## src/verilog/cmp_out_pkg.sv

```systemverilog
// Purpose: Shared constants and types for the compare-output block
// Assumes: 16-bit timer, APB register access, 100 MHz pclk
// Notes:   Offsets are byte addresses of aligned 32-bit words
package cmp_out_pkg;

  localparam logic [11:0] ctrl_off       = 12'h000;
  localparam logic [11:0] force_off      = 12'h004;
  localparam logic [11:0] cmp_a_off      = 12'h008;
  localparam logic [11:0] cmp_b_off      = 12'h00C;
  localparam logic [11:0] status_off     = 12'h010;

  // Control register fields
  localparam int ctrl_wgm_lsb            = 0;
  localparam int ctrl_mode_a_lsb         = 4;
  localparam int ctrl_mode_b_lsb         = 6;
  // Force register fields
  localparam int force_a_bit             = 3;
  localparam int force_b_bit             = 2;
  // Status register fields
  localparam int stat_wave_a_bit         = 0;
  localparam int stat_wave_b_bit         = 1;
  localparam int stat_en_a_bit           = 2;
  localparam int stat_en_b_bit           = 3;
  localparam int stat_dir_bit            = 4;

  localparam logic [3:0]  wgm_reset      = 4'h0;
  localparam logic [1:0]  mode_reset     = 2'h0;
  localparam logic [15:0] cmp_reset      = 16'h0000;
  localparam logic [15:0] bottom_val     = 16'h0000;
  localparam logic [3:0]  wgm_toggle_fast = 4'hF;
  localparam logic [3:0]  wgm_toggle_pc0  = 4'h9;
  localparam logic [3:0]  wgm_toggle_pc1  = 4'hE;

  localparam logic [1:0]  mode_off       = 2'h0;
  localparam logic [1:0]  mode_toggle    = 2'h1;
  localparam logic [1:0]  mode_clear     = 2'h2;
  localparam logic [1:0]  mode_set       = 2'h3;

  typedef enum logic [1:0] {
    kind_normal,
    kind_fast,
    kind_phase
  } wave_kind_t;

  typedef struct packed {
    logic [15:0] count;
    logic        match_a;
    logic        match_b;
    logic        count_down;
  } timer_state_t;

  typedef struct packed {
    logic wave_a;
    logic wave_b;
    logic override_a;
    logic override_b;
  } wave_out_t;

endpackage

```

## src/verilog/cmp_channel.sv

```systemverilog
// Purpose: One compare-output channel waveform register
// Assumes: Events arrive as one-cycle pulses on pclk
// Notes:   Channel A alone may use the toggle mode
`timescale 1ns/100ps
module cmp_channel
  import cmp_out_pkg::*;
#(
  parameter bit is_chan_a = 1'b1
) (
  // Clock and reset
  input  wire logic        pclk,
  input  wire logic        presetn,
  // Configuration
  input  wire wave_kind_t  kind,
  input  wire logic [3:0]  waveform_select,
  input  wire logic [1:0]  out_mode_field,
  input  wire logic [15:0] compare_value,
  input  wire logic [15:0] top_value,
  // Events
  input  wire logic        match,
  input  wire logic        at_bottom,
  input  wire logic        count_down,
  input  wire logic        force_strobe,
  // Output
  output      logic        wave_q,
  output      logic        override
);

  logic toggle_ok;
  logic cmp_hit;
  logic wave_d;

  always_comb begin
    unique case (kind)
      kind_fast:  toggle_ok = is_chan_a &&
                              (waveform_select == wgm_toggle_fast);
      kind_phase: toggle_ok = is_chan_a &&
                              (waveform_select == wgm_toggle_pc0 ||
                               waveform_select == wgm_toggle_pc1);
      default:    toggle_ok = is_chan_a;
    endcase
  end

  // Pin override follows the mode field
  always_comb begin
    if (out_mode_field == mode_off) begin
      override = 1'b0;
    end else if (out_mode_field == mode_toggle) begin
      override = toggle_ok;
    end else begin
      override = 1'b1;
    end
  end

  always_comb begin
    // Forced match only in non-PWM modes
    cmp_hit = match || (force_strobe && kind == kind_normal);
    // Ignore match at TOP in fast PWM with upper mode bit set
    if (kind == kind_fast && out_mode_field[1] &&
        compare_value == top_value) begin
      cmp_hit = 1'b0;
    end
  end

  always_comb begin
    wave_d = wave_q;
    unique case (out_mode_field)
      mode_off: wave_d = wave_q;
      mode_toggle: begin
        if (cmp_hit && toggle_ok) begin
          wave_d = ~wave_q;
        end
      end
      mode_clear: begin
        if (kind == kind_fast) begin
          if (cmp_hit) begin
            wave_d = 1'b0;
          end else if (at_bottom) begin
            wave_d = 1'b1;
          end
        end else if (kind == kind_phase) begin
          if (cmp_hit) begin
            wave_d = count_down;
          end
        end else if (cmp_hit) begin
          wave_d = 1'b0;
        end
      end
      mode_set: begin
        if (kind == kind_fast) begin
          if (cmp_hit) begin
            wave_d = 1'b1;
          end else if (at_bottom) begin
            wave_d = 1'b0;
          end
        end else if (kind == kind_phase) begin
          if (cmp_hit) begin
            wave_d = ~count_down;
          end
        end else if (cmp_hit) begin
          wave_d = 1'b1;
        end
      end
    endcase
  end

  always_ff @(posedge pclk or negedge presetn) begin
    if (!presetn) begin
      wave_q <= 1'b0;
    end else begin
      wave_q <= wave_d;
    end
  end

endmodule

```

## src/verilog/timer_cmp_out.sv

```systemverilog
// Purpose: Compare-output waveform control with APB registers
// Assumes: Timer counter, matches and direction come from pclk logic
// Notes:   APB answers with zero wait states
`timescale 1ns/100ps
module timer_cmp_out
  import cmp_out_pkg::*;
(
  // APB slave
  input  wire logic        pclk,
  input  wire logic        presetn,
  input  wire logic        psel,
  input  wire logic        penable,
  input  wire logic        pwrite,
  input  wire logic [11:0] paddr,
  input  wire logic [31:0] pwdata,
  output      logic [31:0] prdata,
  output      logic        pready,
  output      logic        pslverr,
  // Timer state
  input  wire timer_state_t tstate,
  input  wire logic [15:0] icr_top,
  // Waveform outputs
  output      wave_out_t   wout,
  // Counter side effects
  output      logic        match_flag_a,
  output      logic        match_flag_b,
  output      logic        counter_clear
);

  logic [3:0]  waveform_select_q;
  logic [1:0]  out_mode_a_q;
  logic [1:0]  out_mode_b_q;
  logic [15:0] compare_value_a_q;
  logic [15:0] compare_value_b_q;
  logic        force_compare_a;
  logic        force_compare_b;
  logic [31:0] prdata_d;
  logic        wr_en;
  logic        rd_en;
  logic        addr_ok;
  logic [15:0] top_value;
  logic        at_bottom;
  wave_kind_t  kind;

  assign wr_en   = psel && penable && pwrite;
  assign rd_en   = psel && penable && !pwrite;
  assign pready  = 1'b1;
  assign addr_ok = (paddr == ctrl_off) || (paddr == force_off) ||
                   (paddr == cmp_a_off) || (paddr == cmp_b_off) ||
                   (paddr == status_off);
  assign pslverr = psel && penable && !addr_ok;

  always_ff @(posedge pclk or negedge presetn) begin
    if (!presetn) begin
      waveform_select_q <= wgm_reset;
      out_mode_a_q      <= mode_reset;
      out_mode_b_q      <= mode_reset;
    end else if (wr_en && paddr == ctrl_off) begin
      waveform_select_q <= pwdata[ctrl_wgm_lsb +: 4];
      out_mode_a_q      <= pwdata[ctrl_mode_a_lsb +: 2];
      out_mode_b_q      <= pwdata[ctrl_mode_b_lsb +: 2];
    end
  end

  always_ff @(posedge pclk or negedge presetn) begin
    if (!presetn) begin
      compare_value_a_q <= cmp_reset;
      compare_value_b_q <= cmp_reset;
    end else if (wr_en && paddr == cmp_a_off) begin
      compare_value_a_q <= pwdata[15:0];
    end else if (wr_en && paddr == cmp_b_off) begin
      compare_value_b_q <= pwdata[15:0];
    end
  end

  // Force strobes live only in the write cycle
  assign force_compare_a = wr_en && (paddr == force_off) &&
                           pwdata[force_a_bit];
  assign force_compare_b = wr_en && (paddr == force_off) &&
                           pwdata[force_b_bit];

  always_comb begin
    prdata_d = 32'h0000_0000;
    unique case (paddr)
      ctrl_off: begin
        prdata_d[ctrl_wgm_lsb +: 4]    = waveform_select_q;
        prdata_d[ctrl_mode_a_lsb +: 2] = out_mode_a_q;
        prdata_d[ctrl_mode_b_lsb +: 2] = out_mode_b_q;
      end
      force_off:  prdata_d = 32'h0000_0000;
      cmp_a_off:  prdata_d[15:0] = compare_value_a_q;
      cmp_b_off:  prdata_d[15:0] = compare_value_b_q;
      status_off: begin
        prdata_d[stat_wave_a_bit] = wout.wave_a;
        prdata_d[stat_wave_b_bit] = wout.wave_b;
        prdata_d[stat_en_a_bit]   = wout.override_a;
        prdata_d[stat_en_b_bit]   = wout.override_b;
        prdata_d[stat_dir_bit]    = tstate.count_down;
      end
      default:    prdata_d = 32'h0000_0000;
    endcase
  end

  always_ff @(posedge pclk or negedge presetn) begin
    if (!presetn) begin
      prdata <= 32'h0000_0000;
    end else if (psel && !penable && !pwrite) begin
      prdata <= prdata_d;
    end
  end

  // Waveform class and TOP from the select
  always_comb begin
    kind      = kind_normal;
    top_value = 16'hFFFF;
    unique case (waveform_select_q)
      4'h1, 4'h2, 4'h3, 4'hA, 4'hB, 4'h8, 4'h9: kind = kind_phase;
      4'h5, 4'h6, 4'h7, 4'hE, 4'hF:             kind = kind_fast;
      default:                                  kind = kind_normal;
    endcase
    unique case (waveform_select_q)
      4'h1, 4'h5:               top_value = 16'h00FF;
      4'h2, 4'h6:               top_value = 16'h01FF;
      4'h3, 4'h7:               top_value = 16'h03FF;
      4'h4, 4'h9, 4'hB, 4'hF:   top_value = compare_value_a_q;
      4'h8, 4'hA, 4'hC, 4'hE:   top_value = icr_top;
      default:                  top_value = 16'hFFFF;
    endcase
  end

  assign at_bottom = (tstate.count == bottom_val);

  // Flags and counter clear see only real matches
  assign match_flag_a = tstate.match_a;
  assign match_flag_b = tstate.match_b;
  assign counter_clear = tstate.match_a &&
                         (waveform_select_q == 4'h4);

  cmp_channel #(
    .is_chan_a      (1'b1)
  ) u_chan_a (
    .pclk           (pclk),
    .presetn        (presetn),
    .kind           (kind),
    .waveform_select(waveform_select_q),
    .out_mode_field (out_mode_a_q),
    .compare_value  (compare_value_a_q),
    .top_value      (top_value),
    .match          (tstate.match_a),
    .at_bottom      (at_bottom),
    .count_down     (tstate.count_down),
    .force_strobe   (force_compare_a),
    .wave_q         (wout.wave_a),
    .override       (wout.override_a)
  );

  cmp_channel #(
    .is_chan_a      (1'b0)
  ) u_chan_b (
    .pclk           (pclk),
    .presetn        (presetn),
    .kind           (kind),
    .waveform_select(waveform_select_q),
    .out_mode_field (out_mode_b_q),
    .compare_value  (compare_value_b_q),
    .top_value      (top_value),
    .match          (tstate.match_b),
    .at_bottom      (at_bottom),
    .count_down     (tstate.count_down),
    .force_strobe   (force_compare_b),
    .wave_q         (wout.wave_b),
    .override       (wout.override_b)
  );

  a_mode_off_disc: assert property (
    @(posedge pclk) disable iff (!presetn)
    out_mode_b_q == mode_off
    |-> !wout.override_b)
    else $error("channel b driven with mode off");

  a_off_disc_a: assert property (
    @(posedge pclk) disable iff (!presetn)
    out_mode_a_q == mode_off
    |-> !wout.override_a)
    else $error("channel a driven with mode off");

  a_off_hold_a: assert property (
    @(posedge pclk) disable iff (!presetn)
    out_mode_a_q == mode_off
    |=> $stable(wout.wave_a))
    else $error("channel a moved with mode off");

  a_off_hold_b: assert property (
    @(posedge pclk) disable iff (!presetn)
    out_mode_b_q == mode_off
    |=> $stable(wout.wave_b))
    else $error("channel b moved with mode off");

  a_b_no_toggle: assert property (
    @(posedge pclk) disable iff (!presetn)
    out_mode_b_q == mode_toggle
    |-> !wout.override_b)
    else $error("channel b toggle connected");

  a_fast_toggle_en: assert property (
    @(posedge pclk) disable iff (!presetn)
    kind == kind_fast && out_mode_a_q == mode_toggle
    |-> wout.override_a == (waveform_select_q == wgm_toggle_fast))
    else $error("fast toggle enable wrong");

  a_fast_toggle_edge: assert property (
    @(posedge pclk) disable iff (!presetn)
    kind == kind_fast && out_mode_a_q == mode_toggle &&
    waveform_select_q == wgm_toggle_fast && tstate.match_a
    |=> wout.wave_a != $past(wout.wave_a))
    else $error("fast toggle on match missing");

  a_fast_clear: assert property (
    @(posedge pclk) disable iff (!presetn)
    kind == kind_fast && out_mode_a_q == mode_clear && tstate.match_a &&
    compare_value_a_q != top_value && $stable(out_mode_a_q)
    |=> !wout.wave_a || $changed(out_mode_a_q))
    else $error("fast clear on match missing");

  a_fast_set_b: assert property (
    @(posedge pclk) disable iff (!presetn)
    kind == kind_fast && out_mode_b_q == mode_clear && at_bottom &&
    !tstate.match_b |=> wout.wave_b)
    else $error("fast set at bottom missing");

  a_fast_bottom: assert property (
    @(posedge pclk) disable iff (!presetn)
    kind == kind_fast && out_mode_a_q == mode_set && at_bottom &&
    !tstate.match_a |=> !wout.wave_a || $changed(out_mode_a_q))
    else $error("fast clear at bottom missing");

  a_fast_set_a: assert property (
    @(posedge pclk) disable iff (!presetn)
    kind == kind_fast && out_mode_a_q == mode_set && tstate.match_a &&
    compare_value_a_q != top_value |=> wout.wave_a)
    else $error("fast set on match missing");

  a_top_skip: assert property (
    @(posedge pclk) disable iff (!presetn)
    kind == kind_fast && out_mode_a_q[1] && !at_bottom &&
    compare_value_a_q == top_value |=> $stable(wout.wave_a))
    else $error("match at top not ignored");

  a_top_bottom: assert property (
    @(posedge pclk) disable iff (!presetn)
    kind == kind_fast && out_mode_a_q == mode_clear && at_bottom &&
    compare_value_a_q == top_value |=> wout.wave_a)
    else $error("bottom set lost with compare at top");

  a_phase_toggle_en: assert property (
    @(posedge pclk) disable iff (!presetn)
    kind == kind_phase && out_mode_a_q == mode_toggle
    |-> wout.override_a == (waveform_select_q == wgm_toggle_pc0 ||
                            waveform_select_q == wgm_toggle_pc1))
    else $error("phase toggle enable wrong");

  a_phase_up: assert property (
    @(posedge pclk) disable iff (!presetn)
    kind == kind_phase && out_mode_b_q == mode_clear && tstate.match_b &&
    !tstate.count_down |=> !wout.wave_b || $changed(out_mode_b_q))
    else $error("phase clear on up match missing");

  a_phase_dn_a: assert property (
    @(posedge pclk) disable iff (!presetn)
    kind == kind_phase && out_mode_a_q == mode_clear && tstate.match_a &&
    tstate.count_down |=> wout.wave_a)
    else $error("phase set on down match missing");

  a_phase_down: assert property (
    @(posedge pclk) disable iff (!presetn)
    kind == kind_phase && out_mode_b_q == mode_set && tstate.match_b &&
    tstate.count_down |=> !wout.wave_b || $changed(out_mode_b_q))
    else $error("phase clear on down match missing");

  a_phase_set_a: assert property (
    @(posedge pclk) disable iff (!presetn)
    kind == kind_phase && out_mode_a_q == mode_set && tstate.match_a &&
    !tstate.count_down |=> wout.wave_a)
    else $error("phase set on up match missing");

  a_force_pwm_nop: assert property (
    @(posedge pclk) disable iff (!presetn)
    kind != kind_normal && force_compare_b && !tstate.match_b &&
    !at_bottom |=> $stable(wout.wave_b))
    else $error("force acted in pwm mode");

  a_force_nop_a: assert property (
    @(posedge pclk) disable iff (!presetn)
    kind != kind_normal && force_compare_a && !tstate.match_a &&
    !at_bottom |=> $stable(wout.wave_a))
    else $error("force on a acted in pwm mode");

  a_force_toggle: assert property (
    @(posedge pclk) disable iff (!presetn)
    kind == kind_normal && out_mode_a_q == mode_toggle &&
    force_compare_a && !tstate.match_a
    |=> wout.wave_a != $past(wout.wave_a))
    else $error("forced toggle missing");

  a_force_clear_b: assert property (
    @(posedge pclk) disable iff (!presetn)
    kind == kind_normal && out_mode_b_q == mode_clear && force_compare_b
    |=> !wout.wave_b)
    else $error("forced clear missing");

  a_force_set_a: assert property (
    @(posedge pclk) disable iff (!presetn)
    kind == kind_normal && out_mode_a_q == mode_set && force_compare_a
    |=> wout.wave_a)
    else $error("forced set missing");

  a_force_noflag: assert property (
    @(posedge pclk) disable iff (!presetn)
    force_compare_a && !tstate.match_a
    |-> !counter_clear && !match_flag_a)
    else $error("force raised flag or clear");

  a_force_read_zero: assert property (
    @(posedge pclk) disable iff (!presetn)
    rd_en && paddr == force_off
    |-> prdata == 32'h0000_0000)
    else $error("force register read not zero");

endmodule

```

## config.mk

```make
export PLATFORM = sky130hd
export DESIGN_NAME = timer_cmp_out
export DESIGN_NICKNAME = d
export VERILOG_FILES = /design/src/verilog/cmp_out_pkg.sv /design/src/verilog/cmp_channel.sv /design/src/verilog/timer_cmp_out.sv
export SDC_FILE = /design/constraint.sdc
export NUM_CORES = 1
export LEC_CHECK = 0
export ABC_AREA = 1
export BUFFER_PORTS_ARGS = -buffer_cell sky130_fd_sc_hd__buf_2
export CAP_MARGIN = 25
export CORE_MARGIN = 5
export CORE_UTILIZATION = 30
export CTS_CLUSTER_DIAMETER = 200
export DETAILED_ROUTE_END_ITERATION = 10
export PLACE_DENSITY = 0.63
export SETUP_SLACK_MARGIN = 0.3
export SLEW_MARGIN = 10
export SYNTH_ARGS = -nofsm -noshare
export SYNTH_HDL_FRONTEND = slang
export SYNTH_SLANG_ARGS = --single-unit
```

## constraint.sdc

```tcl
create_clock -name pclk -period 4 [get_ports pclk]
set_input_delay 0 -clock pclk [delete_from_list [all_inputs] [get_ports pclk]]
set_output_delay 0 -clock pclk [all_outputs]
set_load 0.005 [all_outputs]
```

==> results.py <==
metrics = {
    "outcome": {
        "outcome": "completed",
    },
    "finish": {
        "drive_above_1_share": 0.190,
        "post-route-util": 0.378,
        "fillers": 1384,
        "antenna_cells": 0,
        "nets": 751,
        "area_delta_synth_final_pct": 25.2,
    },
    "route": {
        "top_layer_used": "met5",
        "wl_met3_um": 788,
        "dr.pass1.iters": 5,
        "vias_per_cell": 4.62,
        "drc": 0,
        "wl_met1_um": 5620,
        "drt_iter0_markers": 214,
        "met2_length_um": 5300,
        "vias": 3905,
        "drtAntennaViolNets": 0,
        "wl_per_cell_um": 14.2,
        "drt-total-wl_um": 12000,
    },
    "clocking": {
        "cts_buffers": 9,
        "cts.sinks": 58,
        "cts_resized": 0,
        "clk_latency_ps": 340,
        "ctsRootBufferMaster": "clkbuf_16",
        "cts_tree": "built",
        "postCtsSetupRepairBufs": 0,
        "clk_pin_slew_ps": 50,
        "cts_buffer_depth": 2,
        "cts_htree_levels": 3,
    },
    "sta": {
        "period_needed_ps": 2490,
        "grt_setup_unrepaired": "false",
        "min_period_over_period": 0.622,
        "tns_ps": 0,
        "finalSetupViolations": 0,
        "relSlewSlack": 0.519,
        "worstMarginPinSlew_ps": 721,
        "skew_ps": 8.11,
        "clock.fmax_mhz": 402,
        "drv_slew": 0,
        "hold_viol_final": 0,
    },
    "floorplanning": {
        "core-area_um2": 13100,
        "io_pins": 125,
        "die_y_um": 125,
        "rows": 42,
        "start_util": 0.302,
        "die_w_um": 125,
        "die_area_um2": 15600,
    },
    "critical_path": {
        "worstPathMaxFanout": 23,
        "worst-setup-path-type": "reg2reg",
        "cp-end-kind": "flip-flop",
        "r2r_slack_ps": 1510,
        "start_kind": "flip-flop",
        "worst_ep_required_time_ps": 4220,
        "worstPathArrival_ps": 2710,
    },
    "pwr": {
        "ir_drop_mv": 0.189,
        "p_per_area_nw_per_um2": 337,
        "p_leak_nw": 2.44,
    },
    "global_route": {
        "grt_pass1_wl_um": 19700,
        "track_usage": 0.155,
        "antenna_found_initial": 1,
        "gr-total-overflow": 0,
        "grt_pass1_vias": 3788,
        "grt_start_max_net_pins": 59,
    },
    "yosys": {
        "synth_cell_type_count": 36,
        "yosysSeqAreaShare": 0.367,
        "ys_warn_count": 0,
        "yosysTopAreaCell": "dfrtp_1",
        "synth_area_um2": 3960,
        "synth_edf_count": 0,
        "synthFlopType": "dfrtp_1",
        "async_flop_share": 1.00,
        "synth-seq-cells": 58,
        "syn_area_per_cell_um2": 6.93,
        "synth_cells": 571,
        "synth_top_area_frac": 0.367,
        "synth_top_cells_by_area": "dfrtp_1 37%, nand2_1 17%, o21ai_0 7.2%",
    },
    "flow_run": {
        "drv_cap": 0,
    },
    "hold_path": {
        "hp-class": "in2reg",
    },
    "place": {
        "gp_congestion": 0.892,
        "numPortBuffers": 91,
        "hpwlAfterDp_um": 9370,
    },
}
[area by class of cell]
class,count,area (um^2),share of cell area
Inverter,81,305,0.0617
Multi-Input combinational cell,407,1980,0.400
Clock inverter,5,125,0.0253
Tap cell,176,220,0.0445
Clock buffer,11,243,0.0490
Timing Repair Buffer,107,623,0.126
Sequential cell,58,1450,0.293
[metrics by stage]
stage	instance area, um^2	cells	total power [W]	setup WS (ps)	hold slack, ps
6_report	4950	845	0.00167	1510	5.54
5_1_grt	4950	845	0.00173	1270	18.3
4_1_cts	4920	843	0.00169	1510	14.3
3_5_place_dp	4420	814	0.000726	1540	184
3_3_place_gp	4420	814	0.000724	1530	183
2_1_floorplan	4010	586	0.000667	2040	-296
[cells by family (layout without fill, tap and decap cells)]
family          count (synthesis)  count (layout)  share of synthesized area
other cells                     2              17                    0.00190
fa+ha+maj                       3               3                    0.00949
flops                          58              58                      0.367
xor+xnor                        5               5                     0.0111
simple gates                  279             279                      0.313
buf+inv                       121             204                      0.146
compound gates                103             103                      0.152
[repair_timing]
action | 4_1_cts | 5_1_grt
hold buffers | 13 | 0
hold endpoints to repair | 85 | 0
setup endpoints to repair | 0 | 0
[critical path, stage by stage (launching register included)]
cell and delay [ps]:
dfrtp_1 500, nor2_4 160, nand2_1 90, nand2_1 130, nand3_4 290, nand3_1 280
o21ai_0 100, nor2_1 100, nand2_1 80, nor2_1 140, nand3_1 160, nand3_1 120
nand3_1 70, nand3_1 90, nand2_1 50
[where the power goes]
group          leakage, nW  switching (W)  internal, W
combinational         1.46      0.0000606    0.0000558
sequential           0.794     0.00000660     0.000600
clock                0.180       0.000260     0.000686
total                 2.44       0.000327      0.00134
[flip-flops by register name (all words and copies together) (netlist names)]
name / flops
u_chan_a.wave_q: 1
compare_value_b_q: 16
u_chan_b.wave_q: 1
waveform_select_q: 4
out_mode_b_q: 2
prdata: 16
out_mode_a_q: 2
compare_value_a_q: 16
[cells in the mapped netlist (4+ instances only)]
cell and number:
nor3_1 4, o22ai_1 7, inv_1 76, nor4_1 7
o21ai_0 57, dfrtp_1 58, buf_4 25, o21ai_1 4
o21a_1 7, xor2_1 5, nand3_2 7, nor2_1 33
nand4_1 18, nand2_1 176, a21oi_1 14, nand3_1 26
o221ai_1 7, clkbuf_1 10
[metal layers]
metal | vias up | track usage
met2 | 131 | 0.236
met3 | 21 | 0.0322
met4 | 2 | 0.0625
li1 | 2007 | -
met1 | 1744 | 0.216
met5 | - | 0
[cells in the final DEF (no fill, tap or decap), drive strengths merged, types with 2 or more instances in the layout]
cell type and instances:
bufinv 4, xor2 5, nand3 34, conb 17, o221ai 7, nor3 4
o21ai 62, buf 94, inv 79, nor4 7, o21a 7, clkinv 3
nor2 35, dfrtp 58, nand2 178, ha 3, o22ai 7, clkbuf 11
and3 2, a221oi 3, dlygate4sd3 13, a21oi 14, o21bai 2, nand4 18
[worst paths after layout]
kind,from,endpoint,cells after the start
setup reg to reg,waveform_select_q[1],u_chan_b.wave_q,14
hold / removal,pwdata[2],waveform_select_q[2],3
min in group asynchronous,presetn,prdata[13],3
hold reg to reg,prdata[14],prdata[14],2
max in group asynchronous,presetn,compare_value_b_q[2],3
setup / recovery,waveform_select_q[1],u_chan_b.wave_q,14
(Power assumes the default switching activity.)
